`config.mk`:
```
export PLATFORM = sky130hd
export DESIGN_NAME = pors_sequencer
export DESIGN_NICKNAME = d
export VERILOG_FILES = /design/src/rtl/pors_sequencer.v
export VERILOG_INCLUDE_DIRS = /design/src /design/src/rtl
export SDC_FILE = /design/constraint.sdc
export NUM_CORES = 1
export LEC_CHECK = 0
export BUFFER_PORTS_ARGS = -buffer_cell sky130_fd_sc_hd__buf_2
export CAP_MARGIN = 15
export CORE_MARGIN = 3
export CORE_UTILIZATION = 55
export DETAILED_ROUTE_END_ITERATION = 8
export GPL_ROUTABILITY_DRIVEN = 1
export PLACE_DENSITY = 0.79
export SLEW_MARGIN = 10
export SYNTH_ARGS = -nofsm -noshare
export SYNTH_HDL_FRONTEND = slang
export SYNTH_SLANG_ARGS = --single-unit
```
`constraint.sdc`:
```
create_clock -name clk -period 2.2 [get_ports clk]
set_input_delay 0.22 -clock clk [delete_from_list [all_inputs] [get_ports clk]]
set_output_delay 0.22 -clock clk [all_outputs]
set_load 0.005 [all_outputs]
```
`src/rtl/pors_consts.vh`:
```
// constants for the power-on reset sequencer
// assumes a 100 MHz clock; the hold count is also a top-level parameter
`ifndef PORS_CONSTS_VH
`define PORS_CONSTS_VH
`define PORS_CLK_MHZ 100
`define PORS_HOLD_MS 100
`define PORS_HOLD_CYCLES (`PORS_HOLD_MS * 1000 * `PORS_CLK_MHZ)
`define PORS_CNT_W 24
`define PORS_PERIPH_W 8
`define PORS_ST_OFF 2'h0
`define PORS_ST_HOLD 2'h1
`define PORS_ST_RUN 2'h2
`endif

```
`src/rtl/pors_sequencer.v`:
```
// power-on reset and startup sequencer
// assumes power_on_sense and supply_fail_warning_n are synchronous to clk
`include "pors_consts.vh"
module pors_sequencer #(
  parameter HOLD_CYCLES = `PORS_HOLD_CYCLES
) (
  input wire clk, // 100 MHz clock
  input wire reset_n, // asynchronous reset, active low
  input wire power_on_sense, // supervisor power-on sense
  input wire supply_fail_warning_n, // early power-fail warning, active low
  input wire sys_reset_req, // watchdog or other system reset pulse
  input wire [`PORS_PERIPH_W-1:0] periph_release, // processor clock/reset release
  input wire low_power_req, // software low-power mode request
  output reg master_pll_rst_n, // master pll reset, active low
  output reg cpu_rst_n, // processor resets, active low
  output reg cpu_clk_en, // processor clocks at full rate
  output reg [`PORS_PERIPH_W-1:0] periph_clk_en, // other clock enables
  output reg [`PORS_PERIPH_W-1:0] periph_rst_n, // other resets, active low
  output reg low_power_mode, // low-power mode active
  output reg mirror_park // park request to micromirror array
);
  reg [1:0] state_reg;
  reg [1:0] state_next;
  reg [`PORS_CNT_W-1:0] cnt_reg;
  reg [`PORS_CNT_W-1:0] cnt_next;
  reg sense_d_reg;
  wire sense_rise;
  wire [`PORS_CNT_W-1:0] hold_last;
  wire run_next;
  wire cpu_go;
  wire periph_open;
  wire park_go;

  // last count of the hold, cut to the counter width on purpose
  localparam [31:0] HOLD_LAST_FULL = HOLD_CYCLES - 1;

  // true when the given state is the running state
  function is_run;
    input [1:0] st;
    begin
      is_run = (st == `PORS_ST_RUN);
    end
  endfunction

  // true when the given state is the full-reset state
  function is_off;
    input [1:0] st;
    begin
      is_off = (st == `PORS_ST_OFF);
    end
  endfunction

  assign hold_last = HOLD_LAST_FULL[`PORS_CNT_W-1:0];
  assign sense_rise = power_on_sense & ~sense_d_reg;
  assign run_next = is_run(state_next);
  // a system reset pulls the processor back while it stands
  assign cpu_go = run_next & ~sys_reset_req;
  // peripheral requests are ignored in the first run cycle
  assign periph_open = cpu_go & is_run(state_reg);
  assign park_go = run_next & ~supply_fail_warning_n;

  always @*
  begin
    state_next = state_reg;
    cnt_next = cnt_reg;
    case (state_reg)
      `PORS_ST_OFF:
      begin
        cnt_next = {`PORS_CNT_W{1'b0}};
        if (sense_rise)
        begin
          state_next = `PORS_ST_HOLD;
        end
      end
      `PORS_ST_HOLD:
      begin
        if (cnt_reg == hold_last)
        begin
          state_next = `PORS_ST_RUN;
        end
        else
        begin
          cnt_next = cnt_reg + 1'b1;
        end
      end
      `PORS_ST_RUN:
      begin
        if (sys_reset_req)
        begin
          state_next = `PORS_ST_RUN;
        end
      end
      default:
      begin
        state_next = `PORS_ST_OFF;
      end
    endcase
    if (!power_on_sense)
    begin
      state_next = `PORS_ST_OFF;
    end
  end

  // state, hold counter and the sense edge history
  always @(posedge clk or negedge reset_n)
  begin
    if (!reset_n)
    begin
      state_reg <= `PORS_ST_OFF;
      cnt_reg <= {`PORS_CNT_W{1'b0}};
      sense_d_reg <= 1'b0;
    end
    else
    begin
      state_reg <= state_next;
      cnt_reg <= cnt_next;
      sense_d_reg <= power_on_sense;
    end
  end

  // outputs follow the next state so they change together with it
  always @(posedge clk or negedge reset_n)
  begin
    if (!reset_n)
    begin
      master_pll_rst_n <= 1'b0;
    end
    else
    begin
      master_pll_rst_n <= ~is_off(state_next);
    end
  end

  // processor resets released once the hold has run out
  always @(posedge clk or negedge reset_n)
  begin
    if (!reset_n)
    begin
      cpu_rst_n <= 1'b0;
    end
    else
    begin
      cpu_rst_n <= cpu_go;
    end
  end

  // processor clocks at full rate together with their reset release
  always @(posedge clk or negedge reset_n)
  begin
    if (!reset_n)
    begin
      cpu_clk_en <= 1'b0;
    end
    else
    begin
      cpu_clk_en <= cpu_go;
    end
  end

  // other clocks stay off until the processor asks for them
  always @(posedge clk or negedge reset_n)
  begin
    if (!reset_n)
    begin
      periph_clk_en <= {`PORS_PERIPH_W{1'b0}};
    end
    else if (periph_open)
    begin
      periph_clk_en <= periph_release;
    end
    else
    begin
      periph_clk_en <= {`PORS_PERIPH_W{1'b0}};
    end
  end

  // other resets stay asserted until the processor releases them
  always @(posedge clk or negedge reset_n)
  begin
    if (!reset_n)
    begin
      periph_rst_n <= {`PORS_PERIPH_W{1'b0}};
    end
    else if (periph_open)
    begin
      periph_rst_n <= periph_release;
    end
    else
    begin
      periph_rst_n <= {`PORS_PERIPH_W{1'b0}};
    end
  end

  // low-power mode only on software request, and only while running
  always @(posedge clk or negedge reset_n)
  begin
    if (!reset_n)
    begin
      low_power_mode <= 1'b0;
    end
    else if (periph_open)
    begin
      low_power_mode <= low_power_req;
    end
    else
    begin
      low_power_mode <= 1'b0;
    end
  end

  // park the mirrors on the power-fail warning, only while running; never while sense is low
  always @(posedge clk or negedge reset_n)
  begin
    if (!reset_n)
    begin
      mirror_park <= 1'b0;
    end
    else
    begin
      mirror_park <= park_go;
    end
  end
endmodule

```
==> flow_summary.yaml, run 1 <==
outcome:
  status: "finished clean"
flow_run:
  max_cap_viol_count: 0
placement:
  routabilityCongestion: 0.8347
  hpwl_um: 2991
  place_ws_ps: 193.3
  io_buffers: 34
  placed_cells: 284
logic_synthesis:
  synth.top_cell.area_share: 0.4857
  synth-async-reset-ratio: 1.000
  yosysMostFrequentCell: "dfrtp_1"
  yosysTopAreaCell: "dfrtp_1"
  synth_flop_cell: "dfrtp_1"
  ys.warnings.count: 0
  synth-edff-count: 0
  syn_inst: 216
  yosysSeqAreaShare: 0.4857
  syn_nets: 231
  netlist_top_cells_count: "39 x dfrtp_1, 25 x nand2_1, 19 x nand3_1"
  yosys_register_bits: 39
  netlist_area_sq_um: 2009
  synth_cell_types: 40
  synth_area_leaders: "dfrtp_1 49%, nand3_1 4.7%, nand2_1 4.7%, and2_1 3.4%, buf_4 3.4%"
  syn_avg_cell_area_sq_um: 9.303
clock_tree:
  clock_sinks: 39
  cts_tree: "yes"
  cts-root-buf: "clkbuf_4"
  h-tree-depth: 2
  cts_max_path_buffers: 2
  clock_latency_ps: 350
  cts_buffers: 5
  clkTransAtPathRegs_ps: 120
  cts_setup_buffers: 0
global_routing:
  busiest_layer: "met2"
  globalRouteMet3Util: 0.04082
  antenna_found_initial: 0
  grt_max_degree: 40
  grt_pass1_wl_um: 7479
  grt_pass1_vias: 1609
  grtUsageTotal: 0.2256
  grt_overflow_total: 0
  use_met2: 0.3556
  met1_usage: 0.3014
sta:
  fin_crit_sh: 0.9269
  max-slew-margin-rel: 0.4349
  worst_slack_ps: 160.9
  rsz0062_at_grt: "no"
  setup-tns-final_ps: 0
  max_freq_mhz: 490.4
  worst_slew_pin_slew_ps: 847.6
  setup_violations: 0
  fin_skew_ps: 10.25
  finalMaxSlewViolations: 0
  period_minus_slack_ps: 2039
  finalHoldViolCount: 0
floorplan:
  core_sq_um: 3416
  num_io_pins: 35
  die_h_um: 66.45
  initial_core_util: 0.5883
  die_w_um: 66.45
  dieArea_sq_um: 4415
  rows: 21
critical_path:
  end_kind: "flop"
  critPathKind: "reg2reg"
  worst-r2r-cell-count: 6
  crit_arrival_ps: 2330
  critPathMaxFanout: 10
  required_ps: 2490
  crit_path_start_kind: "flop"
power_and_ir_drop:
  ir_drop_v: 0.0004500
  p_leak_uw: 0.001039
  powerDensity_nw_per_um2: 516.0
drt:
  vias: 1749
  antenna_left: 0
  vias_per_cell: 5.929
  wl_per_cell_um: 14.62
  first_pass_iters: 4
  drc: 0
  routed_wl_um: 4313
  drt-initial-drc-count: 109
min_path:
  hold_path_depth: 2
  hold_path.class: "in2reg"
layout:
  antennaDiodeCount: 0
  final_cell_count_no_fill: 295
  area_growth_pct: 12.64
  drive_gt1_frac: 0.2249
  largest_reg_flops: 24
  finalNetCount: 263
## layer usage
| metal | part of all wire | vias to the layer above |
|---|---|---|
| met3 | 0.046 | 11 |
| met5 | 0 | - |
| met2 | 0.48 | 60 |
| li1 | - | 850 |
| met4 | 0.023 | 0 |
| met1 | 0.45 | 828 |
## cell usage in the layout (no fill, tap or decap), drive strengths merged, types with 2 or more instances in the layout
| cell | synthesis | final |
|---|---|---|
| nand3 | 19 | 19 |
| or3 | 4 | 4 |
| dfrtp | 39 | 39 |
| a31oi | 3 | 3 |
| nor3 | 7 | 7 |
| o311ai | 3 | 3 |
| or4 | 3 | 3 |
| a21oi | 10 | 10 |
| o221ai | 2 | 2 |
| o41ai | 2 | 2 |
| nand2 | 25 | 25 |
| o211ai | 4 | 4 |
| and2 | 11 | 11 |
| clkbuf | 7 | 6 |
| nor2b | 2 | 2 |
| o31ai | 7 | 7 |
| buf | 14 | 43 |
| dlygate4sd3 | 0 | 3 |
| inv | 6 | 6 |
| a21o | 3 | 3 |
| nor2 | 9 | 9 |
| o21ai | 12 | 12 |
| nand2b | 2 | 2 |
| nor4 | 3 | 3 |
| nor4b | 3 | 3 |
| nand4 | 8 | 8 |
## through the flow
stage          total power (uW)  hold WS (ps)    util  area (sq um)
6_report                   1168         31.95  0.6626          2263
3_5_place_dp              817.1         361.2  0.6381          2180
5_1_grt                    1219         30.28  0.6626          2263
3_3_place_gp              816.0         358.4  0.6381          2180
2_1_floorplan             776.6        -75.59       -          2009
4_1_cts                    1177        0.7229  0.6597          2253
## where the power goes
part	internal (uW)	leakage, uW	switching, uW
combinational	26.2	0.000472	50.5
sequential	723	0.000538	7.24
clock	123	0.0000282	238
## logic make-up after synthesis
logic type / Yosys count / share of synthesized area
and+or+nand+nor: 100 / 0.2696
buffers and inverters: 27 / 0.07346
DFF: 39 / 0.4857
AOI/OAI and AO/OA: 49 / 0.1650
adders and majority gates: 1 / 0.006226
## worst paths after layout
kind	startpoint	endpoint	slack (ps)
setup / recovery	cnt_reg[7]	cnt_reg[2]	160
hold / removal	sys_reset_req	cpu_clk_en	30
setup reg to reg	cnt_reg[7]	cnt_reg[2]	160
hold reg to reg	sense_d_reg	master_pll_rst_n	450
max in group asynchronous	reset_n	cnt_reg[11]	1170
min in group asynchronous	reset_n	mirror_park	510
## what timing repair did
action | CTS | global route
hold buffers | 2 | 1
hold endpoints to repair | 31 | 1
endpoints found under the setup margin | 0 | 0
gates resized for setup | 0 | 0
## worst max-delay path, cell delays in order, from the launching register on
cell and delay, ps:
dfrtp_1 440, or3b_1 370, or4_1 490, nor3_2 200, buf_4 200, nand2b_1 130, a31o_2 150
## layout make-up
type	count	area (sq um)
sequential	39	975.9
fill	290	1152
clock inverter	2	12.51
inverter	6	22.52
tap	46	57.56
clock buffer	6	41.29
timing repair buffer	46	267.8
multi-input combinational	150	885.9
(Power assumes the default switching activity.)
==> inputs of run 2 (changes only) <==
BUFFER_PORTS_ARGS = -buffer_cell sky130_fd_sc_hd__buf_4   (was -buffer_cell sky130_fd_sc_hd__buf_2)
SKIP_LAST_GASP = 1   (was default)
TNS_END_PERCENT = 30   (was default)
==> flow_summary.yaml, run 2 (synthesized netlist as in run 1, its figures left out) <==
critical_path:
  critPathKind: "reg2reg"
  required_ps: 2490
  rr_startpoint: "cnt_reg[7]"
  end_kind: "flop"
  crit_arrival_ps: 2370
  slowest_delay_ps: 500
  critPathMaxFanout: 13
  cp_num_buf_inv: 1
  crit_path_start_kind: "flop"
  cp_cell_sequence: "or3b_1, or4_1, nor3_2, buf_4, nand2b_1, a31o_2"
  cpLargestDelayFamily: "simple AND/OR/NAND/NOR gates"
  crit_path_start: "cnt_reg[7]"
  slowest_stage: "or4_1"
power_and_ir_drop:
  ir_drop_v: 0.0004515
  powerDensity_nw_per_um2: 517.5
  p_leak_uw: 0.001054
floorplan:
  dieArea_sq_um: 4415
  rows: 21
  num_io_pins: 35
  core_sq_um: 3416
  die_w_um: 66.45
  die_h_um: 66.45
  initial_core_util: 0.5883
layout:
  seq_area_sq_um: 975.9
  drive_gt1_frac: 0.2218
  final_common_cell: "buf_4"
  area_growth_pct: 17.25
  finalNetCount: 262
  final_cell_count_no_fill: 294
  largest_reg_flops: 24
  antennaDiodeCount: 0
  multiInputGateArea_sq_um: 885.9
  fin_util: 0.6897
  final_cell_mix: "42 x buf_4, 39 x dfrtp_1, 25 x nand2_1"
  fillers: 280
clock_tree:
  h-tree-depth: 2
  clkTransAtPathRegs_ps: 110
  cts_max_path_buffers: 2
  clock_sinks: 39
  cts_buffers: 5
  cts_tree: "yes"
  cts-root-buf: "clkbuf_4"
  clock_latency_ps: 340
  cts_setup_buffers: 0
sta:
  setup_violations: 0
  setup-tns-final_ps: 0
  worst_slew_pin_slew_ps: 482.9
  fin_crit_sh: 0.9462
  finalHoldViolCount: 0
  fin_skew_ps: 5.685
  max_freq_mhz: 480.4
  finalMaxSlewViolations: 0
  max-slew-margin-rel: 0.6769
  rsz0062_at_grt: "no"
  period_minus_slack_ps: 2082
global_routing:
  grtUsageTotal: 0.2264
  grt_pass1_wl_um: 7479
  grt_max_degree: 40
  antenna_found_initial: 0
  grt_overflow_total: 0
  grt_pass1_vias: 1543
drt:
  drc: 0
  first_pass_iters: 4
  wl_per_cell_um: 14.86
  routed_wl_um: 4369
  vias_per_cell: 5.793
  vias: 1703
  antenna_left: 0
  drt-initial-drc-count: 101
placement:
  routabilityCongestion: 0.8466
  placed_cells: 283
  hpwl_um: 2957
  io_buffers: 34
min_path:
  min_from: "sys_reset_req"
  hold_path.class: "in2reg"
outcome:
  status: "finished clean"
flow_run:
  max_cap_viol_count: 0
==> run 2: cell types whose count changed in the layout (fill, tap and decap cells not counted) <==
cell / change
clkinvlp_4: -1
buf_2: -34
buf_4: +33
clkinv_2: -1
clkbuf_8: +2
==> run 2: layout make-up <==
| class | instances | share of cell area |
|---|---|---|
| timing repair buffer | 45 | 0.1466 |
| inverter | 6 | 0.009559 |
| tap | 46 | 0.02443 |
| multi-input combinational | 150 | 0.3760 |
| clock buffer | 8 | 0.02921 |
| sequential | 39 | 0.4142 |
==> run 2: repair_timing <==
item | 4_1_cts | 5_1_grt
resized for setup | 0 | 0
hold buffers | 2 | 1
hold endpoints to repair | 40 | 1
==> run 2: metal layers <==
layer	part of all wire	routed length, um	up-vias	track usage
li1	-	-	851	-
met1	0.47	2057	796	0.3168
met2	0.45	1972	51	0.3222
met3	0.063	274	5	0.06122
met4	0.015	64	0	0.1091
met5	0	0	-	0
==> run 2: metrics by stage <==
step,worst slack (ps),total power (uW),hold slack [ps],instance area (sq um)
2_1_floorplan,315.5,776.6,-75.59,2009
6_report,118.5,1219,33.20,2356
4_1_cts,112.2,1234,3.753,2346
3_5_place_dp,148.3,824.0,218.7,2257
3_3_place_gp,217.9,824.0,219.3,2257
5_1_grt,28.68,1277,17.78,2356
==> run 2: worst register-to-register path, cell delays in order (launching register included) <==
cell,delay (ps)
dfrtp_1,450
or3b_1,400
or4_1,500
nor3_2,160
buf_4,210
nand2b_1,160
a31o_2,150
==> run 2: worst paths after layout <==
| kind | to | slack [ps] | cells after the start |
|---|---|---|---|
| min in group asynchronous | cnt_reg[5] | 380 | 2 |
| setup reg to reg | cnt_reg[2] | 120 | 6 |
| setup / recovery | cnt_reg[2] | 120 | 6 |
| hold reg to reg | master_pll_rst_n | 440 | 1 |
| hold / removal | cpu_clk_en | 30 | 2 |
| max in group asynchronous | cnt_reg[16] | 1480 | 2 |
==> run 2: power by group <==
| group | internal (uW) | leakage, uW | switching (uW) |
|---|---|---|---|
| clock | 188 | 0.0000386 | 216 |
| sequential | 723 | 0.000538 | 8.44 |
| combinational | 33.4 | 0.000477 | 50.4 |
==> inputs of run 3 (changes only) <==
BUFFER_PORTS_ARGS = default   (was -buffer_cell sky130_fd_sc_hd__buf_4)
CORE_UTILIZATION = 60   (was 55)
DONT_BUFFER_PORTS = 1   (was default)
PLACE_DENSITY = 0.76   (was 0.79)
==> flow_summary.yaml, run 3 (synthesized netlist as in run 1, its figures left out) <==
power_and_ir_drop:
  p_leak_uw: 0.0009352
  finalPower_uw: 1301
  ir_drop_v: 0.0003727
  powerDensity_nw_per_um2: 583.1
critical_path:
  crit_path_start_kind: "flop"
  required_ps: 2510
  crit_arrival_ps: 2370
  critPathKind: "reg2reg"
  end_kind: "flop"
  critPathMaxFanout: 13
floorplan:
  die_w_um: 63.87
  die_h_um: 63.87
  core_sq_um: 3128
  dieArea_sq_um: 4079
  initial_core_util: 0.6424
  num_io_pins: 35
  rows: 20
clock_tree:
  cts_setup_buffers: 0
  cts_max_path_buffers: 2
  clkTransAtPathRegs_ps: 120
  cts-root-buf: "clkbuf_4"
  cts_tree: "yes"
  clock_latency_ps: 360
  clock_sinks: 39
  cts_buffers: 5
  h-tree-depth: 2
sta:
  worst_slew_pin_slew_ps: 631.0
  rsz0062_at_grt: "no"
  fin_skew_ps: 9.456
  finalHoldViolCount: 0
  setup-tns-final_ps: 0
  period_minus_slack_ps: 2060
  finalMaxSlewViolations: 0
  max-slew-margin-rel: 0.5783
  max_freq_mhz: 485.5
  fin_crit_sh: 0.9362
  holdWs_ps: 85.81
  setup_violations: 0
placement:
  routabilityCongestion: 0.8255
  hpwl_um: 2917
  io_buffers: 0
  place_area_sq_um: 1999
layout:
  finalNetCount: 239
  final_cell_mix: "39 x dfrtp_1, 25 x nand2_1, 19 x nand3_1"
  antennaDiodeCount: 0
  area_growth_pct: 11.02
  fin_area_sq_um: 2231
  largest_reg_flops: 24
  fin_util: 0.7132
  drive_gt1_frac: 0.1022
  final_common_cell: "dfrtp_1"
min_path:
  hold_path.class: "in2reg"
outcome:
  status: "finished clean"
drt:
  drc: 0
  routed_wl_um: 4721
  vias_per_cell: 6.305
  vias: 1696
  first_pass_iters: 6
  antenna_left: 0
  wl_per_cell_um: 17.55
  drt-initial-drc-count: 158
global_routing:
  grt_max_degree: 40
  grt_overflow_total: 0
  grt_pass1_wl_um: 7748
  grtUsageTotal: 0.2450
  grt_pass1_vias: 1590
  antenna_found_initial: 0
flow_run:
  max_cap_viol_count: 0
run 3: changes by cell type in the layout (fill, tap and decap cells not counted):
| cell | previous run | this run |
|---|---|---|
| clkinv_4 | 0 | 1 |
| clkinv_2 | 0 | 1 |
| clkbuf_1 | 1 | 0 |
| buf_12 | 0 | 1 |
| buf_4 | 42 | 8 |
| bufinv_16 | 0 | 1 |
| dlygate4sd3_1 | 3 | 13 |
| clkbuf_8 | 2 | 0 |
run 3: stage by stage:
step | setup WS (ps) | instances
after floorplan | 315.5 | 216
after global placement | 243.1 | 247
after detailed placement | 176.9 | 247
after CTS | 149.4 | 269
after global routing | 58.93 | 269
final | 140.3 | 269
run 3: power by group:
| group | internal, uW | switching (uW) |
|---|---|---|
| sequential | 723 | 6.63 |
| combinational | 33.1 | 52.5 |
| clock | 239 | 246 |
| total | 995 | 306 |
run 3: routing by layer:
| metal | vias to the layer above | GRT usage | part of all wire | wire length (um) |
|---|---|---|---|---|
| met2 | 81 | 0.4013 | 0.48 | 2283 |
| met4 | 0 | 0.09973 | 0.018 | 86 |
| met5 | - | 0 | 0 | 0 |
| met3 | 11 | 0.04569 | 0.080 | 380 |
| li1 | 797 | - | - | - |
| met1 | 807 | 0.3184 | 0.42 | 1970 |
run 3: what timing repair did:
action,CTS,global route
hold endpoints to repair,52,0
hold buffers,14,0
resized for setup,0,0
setup endpoints to repair,0,0
run 3: path summary, 6_finish.rpt:
kind                                      from               end  slack [ps]  cells past startpoint
worst max-delay path                cnt_reg[7]        cnt_reg[2]         140                      6
worst min-delay path            power_on_sense      state_reg[1]          90                      2
worst max register to register      cnt_reg[7]        cnt_reg[2]         140                      6
worst min register to register     sense_d_reg  master_pll_rst_n         480                      1
max in group asynchronous              reset_n        cnt_reg[9]        1700                      2
min in group asynchronous              reset_n  master_pll_rst_n         310                      2
run 3: area by class of cell:
| class | instances | area (sq um) |
|---|---|---|
| clock buffers | 5 | 37.54 |
| clock inverters | 3 | 43.79 |
| fillers | 230 | 897.1 |
| inverters | 6 | 22.52 |
| multi-input cells | 150 | 885.9 |
| flip-flops and latches | 39 | 975.9 |
| well taps | 44 | 55.05 |
| repair buffers | 22 | 210.2 |
run 3: worst max-delay path: stages, from the launching register on:
cell and delay, ps:
dfrtp_1 450, or3b_1 390, or4_1 490, nor3_2 160
buf_4 220, nand2b_1 150, a31o_2 150
